File: src/common/fwpe_defines.vh
// Instruction codes, timing figures and protection constants for the flash protect core
`ifndef FWPE_DEFINES_VH
`define FWPE_DEFINES_VH

`define FWPE_CLK_MHZ       100
`define FWPE_OP_WRITE_ENABLE_INSTR       8'h06
`define FWPE_OP_WRDI       8'h04
`define FWPE_OP_RDSR       8'h05
`define FWPE_OP_STATUS_WRITE_INSTR       8'h01
`define FWPE_OP_PP         8'h02
`define FWPE_OP_SE         8'h20
`define FWPE_OP_BE32       8'h52
`define FWPE_OP_BE64       8'hd8
`define FWPE_OP_CE_A       8'hc7
`define FWPE_OP_CE_B       8'h60
`define FWPE_OP_SUSP       8'h75
`define FWPE_OP_LOCK       8'h36
`define FWPE_OP_UNLOCK     8'h39
`define FWPE_OP_GLOCK      8'h7e
`define FWPE_OP_GUNLOCK    8'h98
`define FWPE_OP_DSLEEP     8'hb9
`define FWPE_OP_DWAKE      8'hab
`define FWPE_SR_WIP_BIT    0
`define FWPE_SR_WEL_BIT    1
`define FWPE_LOCK_COUNT    158
`define FWPE_EDGE_SECTORS  16
`define FWPE_SECTOR_BYTES  4096
`define FWPE_BLOCK_BYTES   65536
`define FWPE_TOP_BLOCK     24'hff0000
`define FWPE_T_W_US        5000
`define FWPE_T_PP_US       700
`define FWPE_T_SE_US       45000
`define FWPE_T_BE32_US     120000
`define FWPE_T_BE64_US     150000
`define FWPE_T_CE_US       20000000

`endif

File: src/verilog/fwpe_core.v
// Flash write protection, program/erase sequencing and power state control
`timescale 1ns/10ps
`default_nettype none
`include "fwpe_defines.vh"
// Operation
// - Complemented protect field: 000 all, 111 none, 001-110 keep 63/64 to 1/2.
// - Complemented with sector bit set: only a 4 to 32 kB end region unprotected.
// - Program or erase touching any protected part is ignored.
// - Individual locks govern only when scheme select is 1, else protect field.
// - All individual lock bits are 1 after power-up.
// - Page program takes up to 256 bytes in one page, clears bits only.
// - Erase sets sector, block or whole array to FFh in an erase cycle.
// - In-progress flag is 1 through status write, program or erase cycle.
// - Active while chip select low or an internal cycle runs, else standby.
// - Deep sleep entered by entry instruction, left only by release instruction.
// - In deep sleep every instruction but release is ignored.
// - Write-enable latch clears when program, erase or status write completes.
// - Write, program and erase need chip select to rise on a byte boundary.
// - While busy only read status and suspend are accepted.
// - Lock bit 0 allows program and erase of its region, 1 blocks them.
module fwpe_core #(
  parameter [31:0] SRW_CYCLES  = `FWPE_T_W_US * `FWPE_CLK_MHZ,
  parameter [31:0] PP_CYCLES   = `FWPE_T_PP_US * `FWPE_CLK_MHZ,
  parameter [31:0] SE_CYCLES   = `FWPE_T_SE_US * `FWPE_CLK_MHZ,
  parameter [31:0] BE32_CYCLES = `FWPE_T_BE32_US * `FWPE_CLK_MHZ,
  parameter [31:0] BE64_CYCLES = `FWPE_T_BE64_US * `FWPE_CLK_MHZ,
  parameter [31:0] CE_CYCLES   = `FWPE_T_CE_US * `FWPE_CLK_MHZ
) (
  input  wire        CLK,
  input  wire        RESET_N,
  input  wire        SCK,
  input  wire        CS_N,
  input  wire        MOSI,
  output reg         MISO,
  output reg         MISO_OE,
  input  wire        SECTOR_GRANULARITY_SEL,
  input  wire        TOP_BOTTOM_SEL,
  input  wire        PROTECT_FIELD_BIT2,
  input  wire        PROTECT_FIELD_BIT1,
  input  wire        PROTECT_FIELD_BIT0,
  input  wire        PROTECT_COMPLEMENT,
  input  wire        PROTECT_SCHEME_SEL,
  output reg         WRITE_IN_PROGRESS_FLAG,
  output reg         WRITE_ENABLE_LATCH,
  output reg         DEEP_SLEEP,
  output reg         ACTIVE,
  output reg         PROG_STROBE,
  output reg  [23:0] PROG_ADDR,
  output reg  [7:0]  PROG_DATA,
  output reg         ERASE_STROBE,
  output reg  [23:0] ERASE_FIRST,
  output reg  [23:0] ERASE_LAST,
  output reg         STATUS_WR_STROBE,
  output reg  [7:0]  STATUS_WR_DATA
);
  localparam [1:0] ST_IDLE = 2'h0;
  localparam [1:0] ST_PROG = 2'h1;
  localparam [1:0] ST_WAIT = 2'h2;

  // Link pins cross into CLK through two flops; the third stage only finds edges
  reg  [1:0]  sck_q;
  reg  [1:0]  cs_q;
  reg  [1:0]  mosi_q;
  reg         sck_d;
  reg         cs_d;
  wire        sck_rise    = sck_q[1] & ~sck_d;
  wire        sck_fall    = ~sck_q[1] & sck_d;
  wire        frame_start = ~cs_q[1] & cs_d;
  wire        frame_end   = cs_q[1] & ~cs_d;

  reg  [2:0]  bit_cnt;
  reg  [6:0]  shift;
  reg  [9:0]  byte_cnt;
  reg  [7:0]  opcode;
  reg  [23:0] addr;
  reg  [7:0]  sr_data;
  reg  [7:0]  col;
  reg         frame_ok;
  reg  [7:0]  page_buf [0:255];
  reg  [255:0] page_valid;
  reg  [`FWPE_LOCK_COUNT-1:0] lock;
  reg  [1:0]  state;
  reg  [31:0] cnt;
  reg  [7:0]  pcol;
  reg  [23:0] page_base;

  wire [7:0]  new_byte  = {shift, mosi_q[1]};
  wire        byte_done = sck_rise & ~cs_q[1] & (bit_cnt == 3'h7);
  wire [7:0]  status    = {6'h00, WRITE_ENABLE_LATCH, WRITE_IN_PROGRESS_FLAG};

  // Opcode acceptance at the first byte
  wire        op_ok = DEEP_SLEEP ? (new_byte == `FWPE_OP_DWAKE) :
                      WRITE_IN_PROGRESS_FLAG ? ((new_byte == `FWPE_OP_RDSR) |
                                                (new_byte == `FWPE_OP_SUSP)) :
                      1'b1;

  always @(posedge CLK or negedge RESET_N) begin
    if (!RESET_N) begin
      sck_q  <= 2'h0;
      cs_q   <= 2'h3;
      mosi_q <= 2'h0;
      sck_d  <= 1'b0;
      cs_d   <= 1'b1;
    end else begin
      sck_q  <= {sck_q[0], SCK};
      cs_q   <= {cs_q[0], CS_N};
      mosi_q <= {mosi_q[0], MOSI};
      sck_d  <= sck_q[1];
      cs_d   <= cs_q[1];
    end
  end

  // Frame deserialiser
  always @(posedge CLK or negedge RESET_N) begin
    if (!RESET_N) begin
      bit_cnt    <= 3'h0;
      shift      <= 7'h00;
      byte_cnt   <= 10'h000;
      opcode     <= 8'h00;
      addr       <= 24'h000000;
      sr_data    <= 8'h00;
      col        <= 8'h00;
      frame_ok   <= 1'b0;
      page_valid <= 256'h0;
    end else if (frame_start) begin
      bit_cnt  <= 3'h0;
      byte_cnt <= 10'h000;
      frame_ok <= 1'b0;
    end else if (sck_rise & ~cs_q[1]) begin
      bit_cnt <= bit_cnt + 3'h1;
      shift   <= new_byte[6:0];
      if (byte_done) begin
        if (byte_cnt != 10'h3ff)
          byte_cnt <= byte_cnt + 10'h001;
        if (byte_cnt == 10'h000) begin
          opcode   <= new_byte;
          frame_ok <= op_ok;
          if (op_ok & (new_byte == `FWPE_OP_PP))
            page_valid <= 256'h0;
        end else if (byte_cnt < 10'h004) begin
          addr <= {addr[15:0], new_byte};
          if (byte_cnt == 10'h001)
            sr_data <= new_byte;
          if (byte_cnt == 10'h003)
            col <= new_byte;
        end else if (frame_ok & (opcode == `FWPE_OP_PP)) begin
          page_valid[col] <= 1'b1;
          col <= col + 8'h01;
        end
      end
    end
  end

  // Page data; wraps inside the page as the column counter rolls over
  always @(posedge CLK) begin
    if (byte_done & frame_ok & (opcode == `FWPE_OP_PP) & (byte_cnt >= 10'h004))
      page_buf[col] <= new_byte;
  end

  // Target range of the instruction just received
  reg  [23:0] tgt_lo;
  reg  [23:0] tgt_hi;
  always @* begin
    case (opcode)
      `FWPE_OP_PP:   begin tgt_lo = {addr[23:8], 8'h00};   tgt_hi = {addr[23:8], 8'hff};   end
      `FWPE_OP_SE:   begin tgt_lo = {addr[23:12], 12'h000}; tgt_hi = {addr[23:12], 12'hfff}; end
      `FWPE_OP_BE32: begin tgt_lo = {addr[23:15], 15'h0000}; tgt_hi = {addr[23:15], 15'h7fff}; end
      `FWPE_OP_BE64: begin tgt_lo = {addr[23:16], 16'h0000}; tgt_hi = {addr[23:16], 16'hffff}; end
      default:       begin tgt_lo = 24'h000000;             tgt_hi = 24'hffffff;             end
    endcase
  end

  // Protect field map; the plain map region is the unprotected one when complemented
  wire [2:0]  bp = {PROTECT_FIELD_BIT2, PROTECT_FIELD_BIT1, PROTECT_FIELD_BIT0};
  reg  [4:0]  reg_exp;
  always @* begin
    if (SECTOR_GRANULARITY_SEL)
      reg_exp = bp[2] ? 5'd15 : (5'd11 + {2'h0, bp});
    else
      reg_exp = 5'd17 + {2'h0, bp};
  end
  wire [23:0] reg_m1   = ~(24'hffffff << reg_exp);
  wire [23:0] reg_lo   = TOP_BOTTOM_SEL ? 24'h000000 : ~reg_m1;
  wire [23:0] reg_hi   = TOP_BOTTOM_SEL ? reg_m1 : 24'hffffff;
  wire        reg_none = (bp == 3'h0);
  wire        reg_all  = (bp == 3'h7);
  wire        reg_over = ~reg_none & (reg_all | ((tgt_lo <= reg_hi) & (tgt_hi >= reg_lo)));
  wire        reg_in   = ~reg_none & (reg_all | ((tgt_lo >= reg_lo) & (tgt_hi <= reg_hi)));
  wire        bp_hit   = PROTECT_COMPLEMENT ? ~reg_in : reg_over;

  // Individual locks: 16 bottom sectors, 16 top sectors, then 126 blocks
  wire [`FWPE_LOCK_COUNT-1:0] lock_hit;
  wire [`FWPE_LOCK_COUNT-1:0] lock_sel;
  wire lock_one  = frame_end & frame_ok & (opcode == `FWPE_OP_LOCK) & (byte_cnt >= 10'h004);
  wire unlock_one = frame_end & frame_ok & (opcode == `FWPE_OP_UNLOCK) & (byte_cnt >= 10'h004);
  wire write_ok  = frame_end & frame_ok & (bit_cnt == 3'h0) & WRITE_ENABLE_LATCH;
  wire glock     = write_ok & (opcode == `FWPE_OP_GLOCK);
  wire gunlock   = write_ok & (opcode == `FWPE_OP_GUNLOCK);
  genvar i;
  generate
    for (i = 0; i < `FWPE_LOCK_COUNT; i = i + 1) begin : g_lock
      wire [31:0] lo32 = (i < `FWPE_EDGE_SECTORS) ? i * `FWPE_SECTOR_BYTES :
                         (i < 2 * `FWPE_EDGE_SECTORS) ?
                         {8'h00, `FWPE_TOP_BLOCK} + (i - 16) * `FWPE_SECTOR_BYTES :
                         (i - 31) * `FWPE_BLOCK_BYTES;
      wire [31:0] hi32 = lo32 + ((i < 2 * `FWPE_EDGE_SECTORS) ? `FWPE_SECTOR_BYTES - 1 :
                                                               `FWPE_BLOCK_BYTES - 1);
      assign lock_hit[i] = lock[i] & (tgt_lo <= hi32[23:0]) & (tgt_hi >= lo32[23:0]);
      assign lock_sel[i] = (addr >= lo32[23:0]) & (addr <= hi32[23:0]);
      always @(posedge CLK or negedge RESET_N) begin
        if (!RESET_N)
          lock[i] <= 1'b1;
        else if (glock | (write_ok & lock_one & lock_sel[i]))
          lock[i] <= 1'b1;
        else if (gunlock | (write_ok & unlock_one & lock_sel[i]))
          lock[i] <= 1'b0;
      end
    end
  endgenerate

  wire prot_hit  = PROTECT_SCHEME_SEL ? (|lock_hit) : bp_hit;
  wire is_erase  = (opcode == `FWPE_OP_SE) | (opcode == `FWPE_OP_BE32) |
                   (opcode == `FWPE_OP_BE64) | (opcode == `FWPE_OP_CE_A) |
                   (opcode == `FWPE_OP_CE_B);
  wire addr_ok   = (opcode == `FWPE_OP_CE_A) | (opcode == `FWPE_OP_CE_B) |
                   (byte_cnt >= 10'h004);
  wire start_pp  = write_ok & (opcode == `FWPE_OP_PP) & (byte_cnt >= 10'h005) & ~prot_hit;
  wire start_er  = write_ok & is_erase & addr_ok & ~prot_hit;
  wire start_sr  = write_ok & (opcode == `FWPE_OP_STATUS_WRITE_INSTR) & (byte_cnt >= 10'h002);
  wire instr_end = frame_end & frame_ok & (bit_cnt == 3'h0);
  reg  [31:0] er_cycles;
  always @* begin
    case (opcode)
      `FWPE_OP_SE:   er_cycles = SE_CYCLES;
      `FWPE_OP_BE32: er_cycles = BE32_CYCLES;
      `FWPE_OP_BE64: er_cycles = BE64_CYCLES;
      default:       er_cycles = CE_CYCLES;
    endcase
  end

  // Internal cycle engine, latch and power state
  always @(posedge CLK or negedge RESET_N) begin
    if (!RESET_N) begin
      state                  <= ST_IDLE;
      cnt                    <= 32'h0;
      pcol                   <= 8'h00;
      page_base              <= 24'h000000;
      WRITE_IN_PROGRESS_FLAG <= 1'b0;
      WRITE_ENABLE_LATCH     <= 1'b0;
      DEEP_SLEEP             <= 1'b0;
      ACTIVE                 <= 1'b0;
      PROG_STROBE            <= 1'b0;
      PROG_ADDR              <= 24'h000000;
      PROG_DATA              <= 8'h00;
      ERASE_STROBE           <= 1'b0;
      ERASE_FIRST            <= 24'h000000;
      ERASE_LAST             <= 24'h000000;
      STATUS_WR_STROBE       <= 1'b0;
      STATUS_WR_DATA         <= 8'h00;
    end else begin
      PROG_STROBE      <= 1'b0;
      ERASE_STROBE     <= 1'b0;
      STATUS_WR_STROBE <= 1'b0;
      ACTIVE <= ~cs_q[1] | WRITE_IN_PROGRESS_FLAG;
      if (instr_end & (opcode == `FWPE_OP_DSLEEP))
        DEEP_SLEEP <= 1'b1;
      if (instr_end & (opcode == `FWPE_OP_DWAKE))
        DEEP_SLEEP <= 1'b0;
      if (instr_end & (opcode == `FWPE_OP_WRITE_ENABLE_INSTR))
        WRITE_ENABLE_LATCH <= 1'b1;
      if (instr_end & (opcode == `FWPE_OP_WRDI))
        WRITE_ENABLE_LATCH <= 1'b0;
      if (glock | gunlock | (write_ok & (lock_one | unlock_one)))
        WRITE_ENABLE_LATCH <= 1'b0;
      case (state)
        ST_IDLE: begin
          if (start_pp) begin
            state     <= ST_PROG;
            cnt       <= PP_CYCLES;
            pcol      <= 8'h00;
            page_base <= {addr[23:8], 8'h00};
            WRITE_IN_PROGRESS_FLAG <= 1'b1;
          end else if (start_er) begin
            state        <= ST_WAIT;
            cnt          <= er_cycles;
            ERASE_STROBE <= 1'b1;
            ERASE_FIRST  <= tgt_lo;
            ERASE_LAST   <= tgt_hi;
            WRITE_IN_PROGRESS_FLAG <= 1'b1;
          end else if (start_sr) begin
            state            <= ST_WAIT;
            cnt              <= SRW_CYCLES;
            STATUS_WR_STROBE <= 1'b1;
            STATUS_WR_DATA   <= sr_data;
            WRITE_IN_PROGRESS_FLAG <= 1'b1;
          end
        end
        ST_PROG: begin
          // Array applies new AND old, so bits only go from 1 to 0
          cnt         <= cnt - 32'h1;
          pcol        <= pcol + 8'h01;
          PROG_STROBE <= page_valid[pcol];
          PROG_ADDR   <= {page_base[23:8], pcol};
          PROG_DATA   <= page_buf[pcol];
          if (pcol == 8'hff)
            state <= ST_WAIT;
        end
        ST_WAIT: begin
          cnt <= cnt - 32'h1;
          if (cnt <= 32'h1) begin
            state                  <= ST_IDLE;
            WRITE_IN_PROGRESS_FLAG <= 1'b0;
            WRITE_ENABLE_LATCH     <= 1'b0;
          end
        end
        default: state <= ST_IDLE;
      endcase
    end
  end

  // Status read-back; live flag so a host can poll within one frame
  always @(posedge CLK or negedge RESET_N) begin
    if (!RESET_N) begin
      MISO    <= 1'b0;
      MISO_OE <= 1'b0;
    end else begin
      MISO_OE <= ~cs_q[1] & frame_ok & (opcode == `FWPE_OP_RDSR) & (byte_cnt != 10'h000);
      if (sck_fall & ~cs_q[1])
        MISO <= status[~bit_cnt];
    end
  end
endmodule // fwpe_core
`default_nettype wire

File: config.mk
export PLATFORM = sky130hd
export DESIGN_NAME = fwpe_core
export DESIGN_NICKNAME = d
export VERILOG_FILES = /design/src/verilog/fwpe_core.v
export VERILOG_INCLUDE_DIRS = /design/src /design/src/common
export SDC_FILE = /design/constraint.sdc
export NUM_CORES = 2
export LEC_CHECK = 0
export BUFFER_PORTS_ARGS = -buffer_cell sky130_fd_sc_hd__buf_4
export CORE_MARGIN = 1
export CORE_UTILIZATION = 60
export DETAILED_ROUTE_END_ITERATION = 7
export PLACE_DENSITY = 0.76
export SYNTH_ARGS = -nofsm -noshare
export SYNTH_HDL_FRONTEND = slang
export SYNTH_SLANG_ARGS = --single-unit
File: constraint.sdc
create_clock -name CLK -period 7.11 [get_ports CLK]
set_input_delay 1.422 -clock CLK [delete_from_list [all_inputs] [get_ports CLK]]
set_output_delay 1.422 -clock CLK [all_outputs]
set_load 0.01 [all_outputs]
==> flow_summary.rst <==
.. list-table::
   :header-rows: 1

   * - Metric
     - Value
   * - Result of the run
     - finished, violations left
   * - Failing checks
     - design-rule violations
   * - Worst-margin pin slew
     - 1.34 ns
   * - Synth top area share
     - 54.7%
   * - Port Buffer Count
     - 100
   * - Max Clk Rate
     - 0.164 GHz
   * - Detailed Place HPWL
     - 168 mm
   * - Register-to-register setup slack
     - 0.99 ns
   * - Clock transition time at the flip-flop clock pins of the worst setup and hold paths
     - 0.06 ns
   * - Required time reported for the critical path endpoint
     - 7.87 ns
   * - Worst hold stages
     - 0
   * - Max-capacitance violation count
     - 0
   * - Share of final-layout standard cells stronger than drive strength 1
     - 25.3%
   * - Class of the worst hold path
     - reg2reg
   * - Detailed-router iteration count before antenna repair
     - 8
   * - Worst supply voltage drop on vdd
     - 289 uV
   * - Clock tree from TritonCTS
     - built
   * - Power Dens Cells
     - 267 nW/um2
   * - Clock share of power
     - 43.3%
   * - Ranking of synthesized cells by instance count
     - sky130_fd_sc_hd__edfxtp_1, sky130_fd_sc_hd__mux4_2, sky130_fd_sc_hd__nor2_1
   * - Launch point of the worst reg-to-reg path
     - opcode[3]
   * - Prevailing post-synth register cell
     - sky130_fd_sc_hd__edfxtp_1
   * - Max Buffers Root-to-Sink
     - 4
   * - Sinks on the clock net
     - 2679
   * - Antenna violation net count after detailed routing
     - 0
   * - Placement Rows
     - 158
   * - Final WS setup
     - 0.995 ns
   * - Starting density of the core
     - 60.5%
   * - # setup viols final
     - 0
   * - EDFF count, synth
     - 2048
   * - Post-layout net count
     - 6786
   * - Final-layout fill cell count
     - 11520
   * - Total count of hold-check failures in the final report
     - 0
   * - Number of instances in the synthesized netlist
     - 6637
   * - Clock latency at the later pin of the worst-skew pair
     - 0.98 ns
   * - Sequential-to-total area share from yosys stat
     - 68.9%
   * - Cell type contributing the most total cell area after synthesis
     - sky130_fd_sc_hd__edfxtp_1
   * - Global routing usage summed across all routing layers
     - 33.0%
   * - Leading post-synthesis cells by cell area
     - sky130_fd_sc_hd__edfxtp_1, sky130_fd_sc_hd__mux4_2, sky130_fd_sc_hd__dfrtp_1
   * - Min-Delay Endpoint
     - mosi_q[1]
   * - Avg Vias per Cell
     - 7.08
   * - RSZ-0062 raised after global routing
     - no
   * - Hold Startpoint
     - mosi_q[0]
   * - Final Cycle Share
     - 86.0%
   * - Count of different cell masters after synthesis
     - 96
   * - Setup CP Type
     - reg2reg
   * - Flop and latch count out of synthesis
     - 2679
   * - Largest net degree at the start of global routing
     - 227
   * - Mean instance size in the synthesized netlist
     - 16.9 um2
   * - Initial antenna violation count
     - 15
   * - Die Height
     - 435 um
   * - Final min period
     - 6.12 ns
   * - Normalized max-slew margin
     - 9.52%
   * - Detail-routed net length per standard cell
     - 33.2 um
   * - Detailed-route wire length
     - 311 mm
   * - Flop pwr share
     - 53.6%
   * - Final Slew Violations
     - 0
   * - Kind of start point of the critical path
     - flip-flop
   * - Overflow left after global routing
     - 0
   * - Most numerous cell in the Yosys netlist
     - sky130_fd_sc_hd__edfxtp_1
   * - Data arrival time at the worst-slack endpoint
     - 6.88 ns
   * - Final design utilization
     - 67.1%
   * - Placer's final routability congestion estimate
     - 0.923
   * - Synth warn
     - 0
   * - CTS Root Cell
     - sky130_fd_sc_hd__clkbuf_16
   * - CTS resizes
     - 0
   * - Placed insts
     - 8884
   * - Fraction of power spent switching nets
     - 21.8%
   * - Cts bufs inserted
     - 284
   * - Via count
     - 66371
   * - Highest net fanout along the worst path
     - 14
   * - Post-route DRC violation count
     - 3
   * - Worst r2r path cells
     - 17
   * - Combinational Power Share
     - 3.2%
   * - Power, Total
     - 33.4 mW
   * - Area of the core
     - 186000 um2
   * - Number of standard cells in the layout, taps in and fillers out
     - 9368
   * - Fraction of synthesis flops using an asynchronous set or reset pin
     - 23.6%
   * - Area of the die
     - 189000 um2
   * - Capturing point of the worst reg2reg path
     - STATUS_WR_DATA[3]
   * - Buffer count from post-CTS setup fixing
     - 0
   * - Final total negative setup slack
     - 0 ns
   * - Vias in the first global route
     - 65847
   * - Number of H-tree branching levels
     - 5
   * - Number of hold buffers added after CTS
     - 0
   * - Wire length of the first global-routing pass
     - 458 mm
   * - Layout-stage area growth over the synthesis result
     - 11.0%
   * - Final worst clock skew
     - 0.109 ns
   * - CP Launch Point
     - opcode[3]
   * - Capturing element type of the critical path
     - flip-flop
   * - Leakage dissipation
     - 42.9 nW
   * - Pre-CTS setup slack
     - 0.534 ns
   * - Top Ports
     - 109
   * - Violation count after the first detailed-routing iteration
     - 9227
   * - Post-Syn Area
     - 112000 um2
   * - Sw Pwr
     - 7.26 mW
   * - Internal Power
     - 26.1 mW
   * - Die outline width
     - 435 um
[registers in the layout, indices dropped and copies added (netlist names), 3 cells and up]
name,flops
cnt,32
lock,158
addr,24
page_valid,256
page_base,16
ERASE_LAST,17
pcol,8
bit_cnt,3
PROG_ADDR,24
sr_data,8
page_buf,2048
byte_cnt,10
opcode,8
STATUS_WR_DATA,8
PROG_DATA,8
shift,7
col,8
ERASE_FIRST,16
[layout make-up]
type,count,area (um2),share of cell area (%)
clock buffer,361,7620,6.11
inverter,55,206,0.165
multi-input combinational,3414,33000,26.4
tap,2480,3100,2.49
sequential,2679,77500,62.1
clock inverter,118,1120,0.896
antenna,5,12.5,0.0100
timing repair buffer,256,2180,1.75
[placed cells by master (no fill, tap or decap), types with 22 or more instances in the layout]
cell	count
sky130_fd_sc_hd__nor3_1	49
sky130_fd_sc_hd__nand2b_1	41
sky130_fd_sc_hd__dfstp_2	161
sky130_fd_sc_hd__nor4_1	25
sky130_fd_sc_hd__o311ai_0	67
sky130_fd_sc_hd__o211ai_1	259
sky130_fd_sc_hd__nor2_1	684
sky130_fd_sc_hd__clkbuf_16	290
sky130_fd_sc_hd__a21oi_1	334
sky130_fd_sc_hd__dfrtp_1	455
sky130_fd_sc_hd__a21o_1	25
sky130_fd_sc_hd__or3_1	22
sky130_fd_sc_hd__mux4_2	765
sky130_fd_sc_hd__inv_1	52
sky130_fd_sc_hd__and2_1	25
sky130_fd_sc_hd__nand4_1	32
sky130_fd_sc_hd__clkbuf_1	61
sky130_fd_sc_hd__a21boi_0	27
sky130_fd_sc_hd__nand3_1	76
sky130_fd_sc_hd__ha_1	83
sky130_fd_sc_hd__clkinv_2	42
sky130_fd_sc_hd__mux2_2	96
sky130_fd_sc_hd__edfxtp_1	2048
sky130_fd_sc_hd__clkinv_1	43
sky130_fd_sc_hd__buf_4	235
sky130_fd_sc_hd__nor2b_1	27
sky130_fd_sc_hd__nand2_1	292
sky130_fd_sc_hd__o21ai_0	129
[metal layers]
layer	track usage (%)	routed length, um
met5	0	146
met4	16.4	17300
met3	6.02	31300
met2	51.5	149000
met1	45.5	114000
[cell families (layout without fill, tap and decap cells)]
| group | count (synthesis) | after routing | share of synthesized area [%] |
|---|---|---|---|
| flops | 2679 | 2679 | 68.9 |
| simple gates | 1404 | 1404 | 5.65 |
| compound gates | 1041 | 1041 | 6.12 |
| mux | 869 | 869 | 16.4 |
| buf+inv | 551 | 790 | 1.93 |
| fa+ha+maj | 84 | 84 | 0.935 |
| xor+xnor | 8 | 8 | 0.0623 |
| other cells | 1 | 13 | 0.00334 |
[metrics by stage]
stage	hold WS (ns)	area, um2
6_report	0.350	125000
5_1_grt	0.364	125000
4_1_cts	0.355	125000
3_5_place_dp	0.342	116000
3_3_place_gp	0.341	116000
2_1_floorplan	0.331	112000
[power by group through the flow]
| stage | Clock (mW) | Sequential [mW] | Combinational (mW) |
|---|---|---|---|
| final | 14.4 | 17.9 | 1.07 |
| after global routing | 15.0 | 17.9 | 1.13 |
| after CTS | 14.5 | 17.9 | 1.06 |
| after detailed placement | 0 | 18.2 | 1.05 |
| after global placement | 0 | 18.2 | 0.968 |
| after floorplan | 0 | 18.6 | 0.104 |
[worst max-delay path by stage]
stage | depth (start not counted) | to | slack (ns)
after floorplan | 10 | page_valid[129] | 1.31
after global placement | 18 | STATUS_WR_DATA[3] | 0.55
after detailed placement | 18 | STATUS_WR_DATA[6] | 0.53
after global routing | 17 | STATUS_WR_DATA[3] | 0.59
after CTS | 17 | STATUS_WR_DATA[3] | 1.04
final | 17 | STATUS_WR_DATA[3] | 0.99
[worst max-delay path: stages, from the launching register on]
cell and delay (ns):
sky130_fd_sc_hd__dfrtp_1 0.54, sky130_fd_sc_hd__nor4b_1 0.64, sky130_fd_sc_hd__nand2_1 0.54, sky130_fd_sc_hd__nand2_1 0.33
sky130_fd_sc_hd__and2_1 0.25, sky130_fd_sc_hd__ha_1 0.27, sky130_fd_sc_hd__a21o_1 0.19, sky130_fd_sc_hd__a21o_1 0.16
sky130_fd_sc_hd__a2111oi_0 0.59, sky130_fd_sc_hd__o21ai_0 0.19, sky130_fd_sc_hd__o221ai_1 0.10, sky130_fd_sc_hd__a21boi_0 0.11
sky130_fd_sc_hd__o311ai_0 0.30, sky130_fd_sc_hd__nand2b_1 0.19, sky130_fd_sc_hd__a31oi_2 0.30, sky130_fd_sc_hd__or2_1 0.53
sky130_fd_sc_hd__nand3_2 0.37, sky130_fd_sc_hd__mux2_2 0.39
Power figures use the tool's default switching activity.
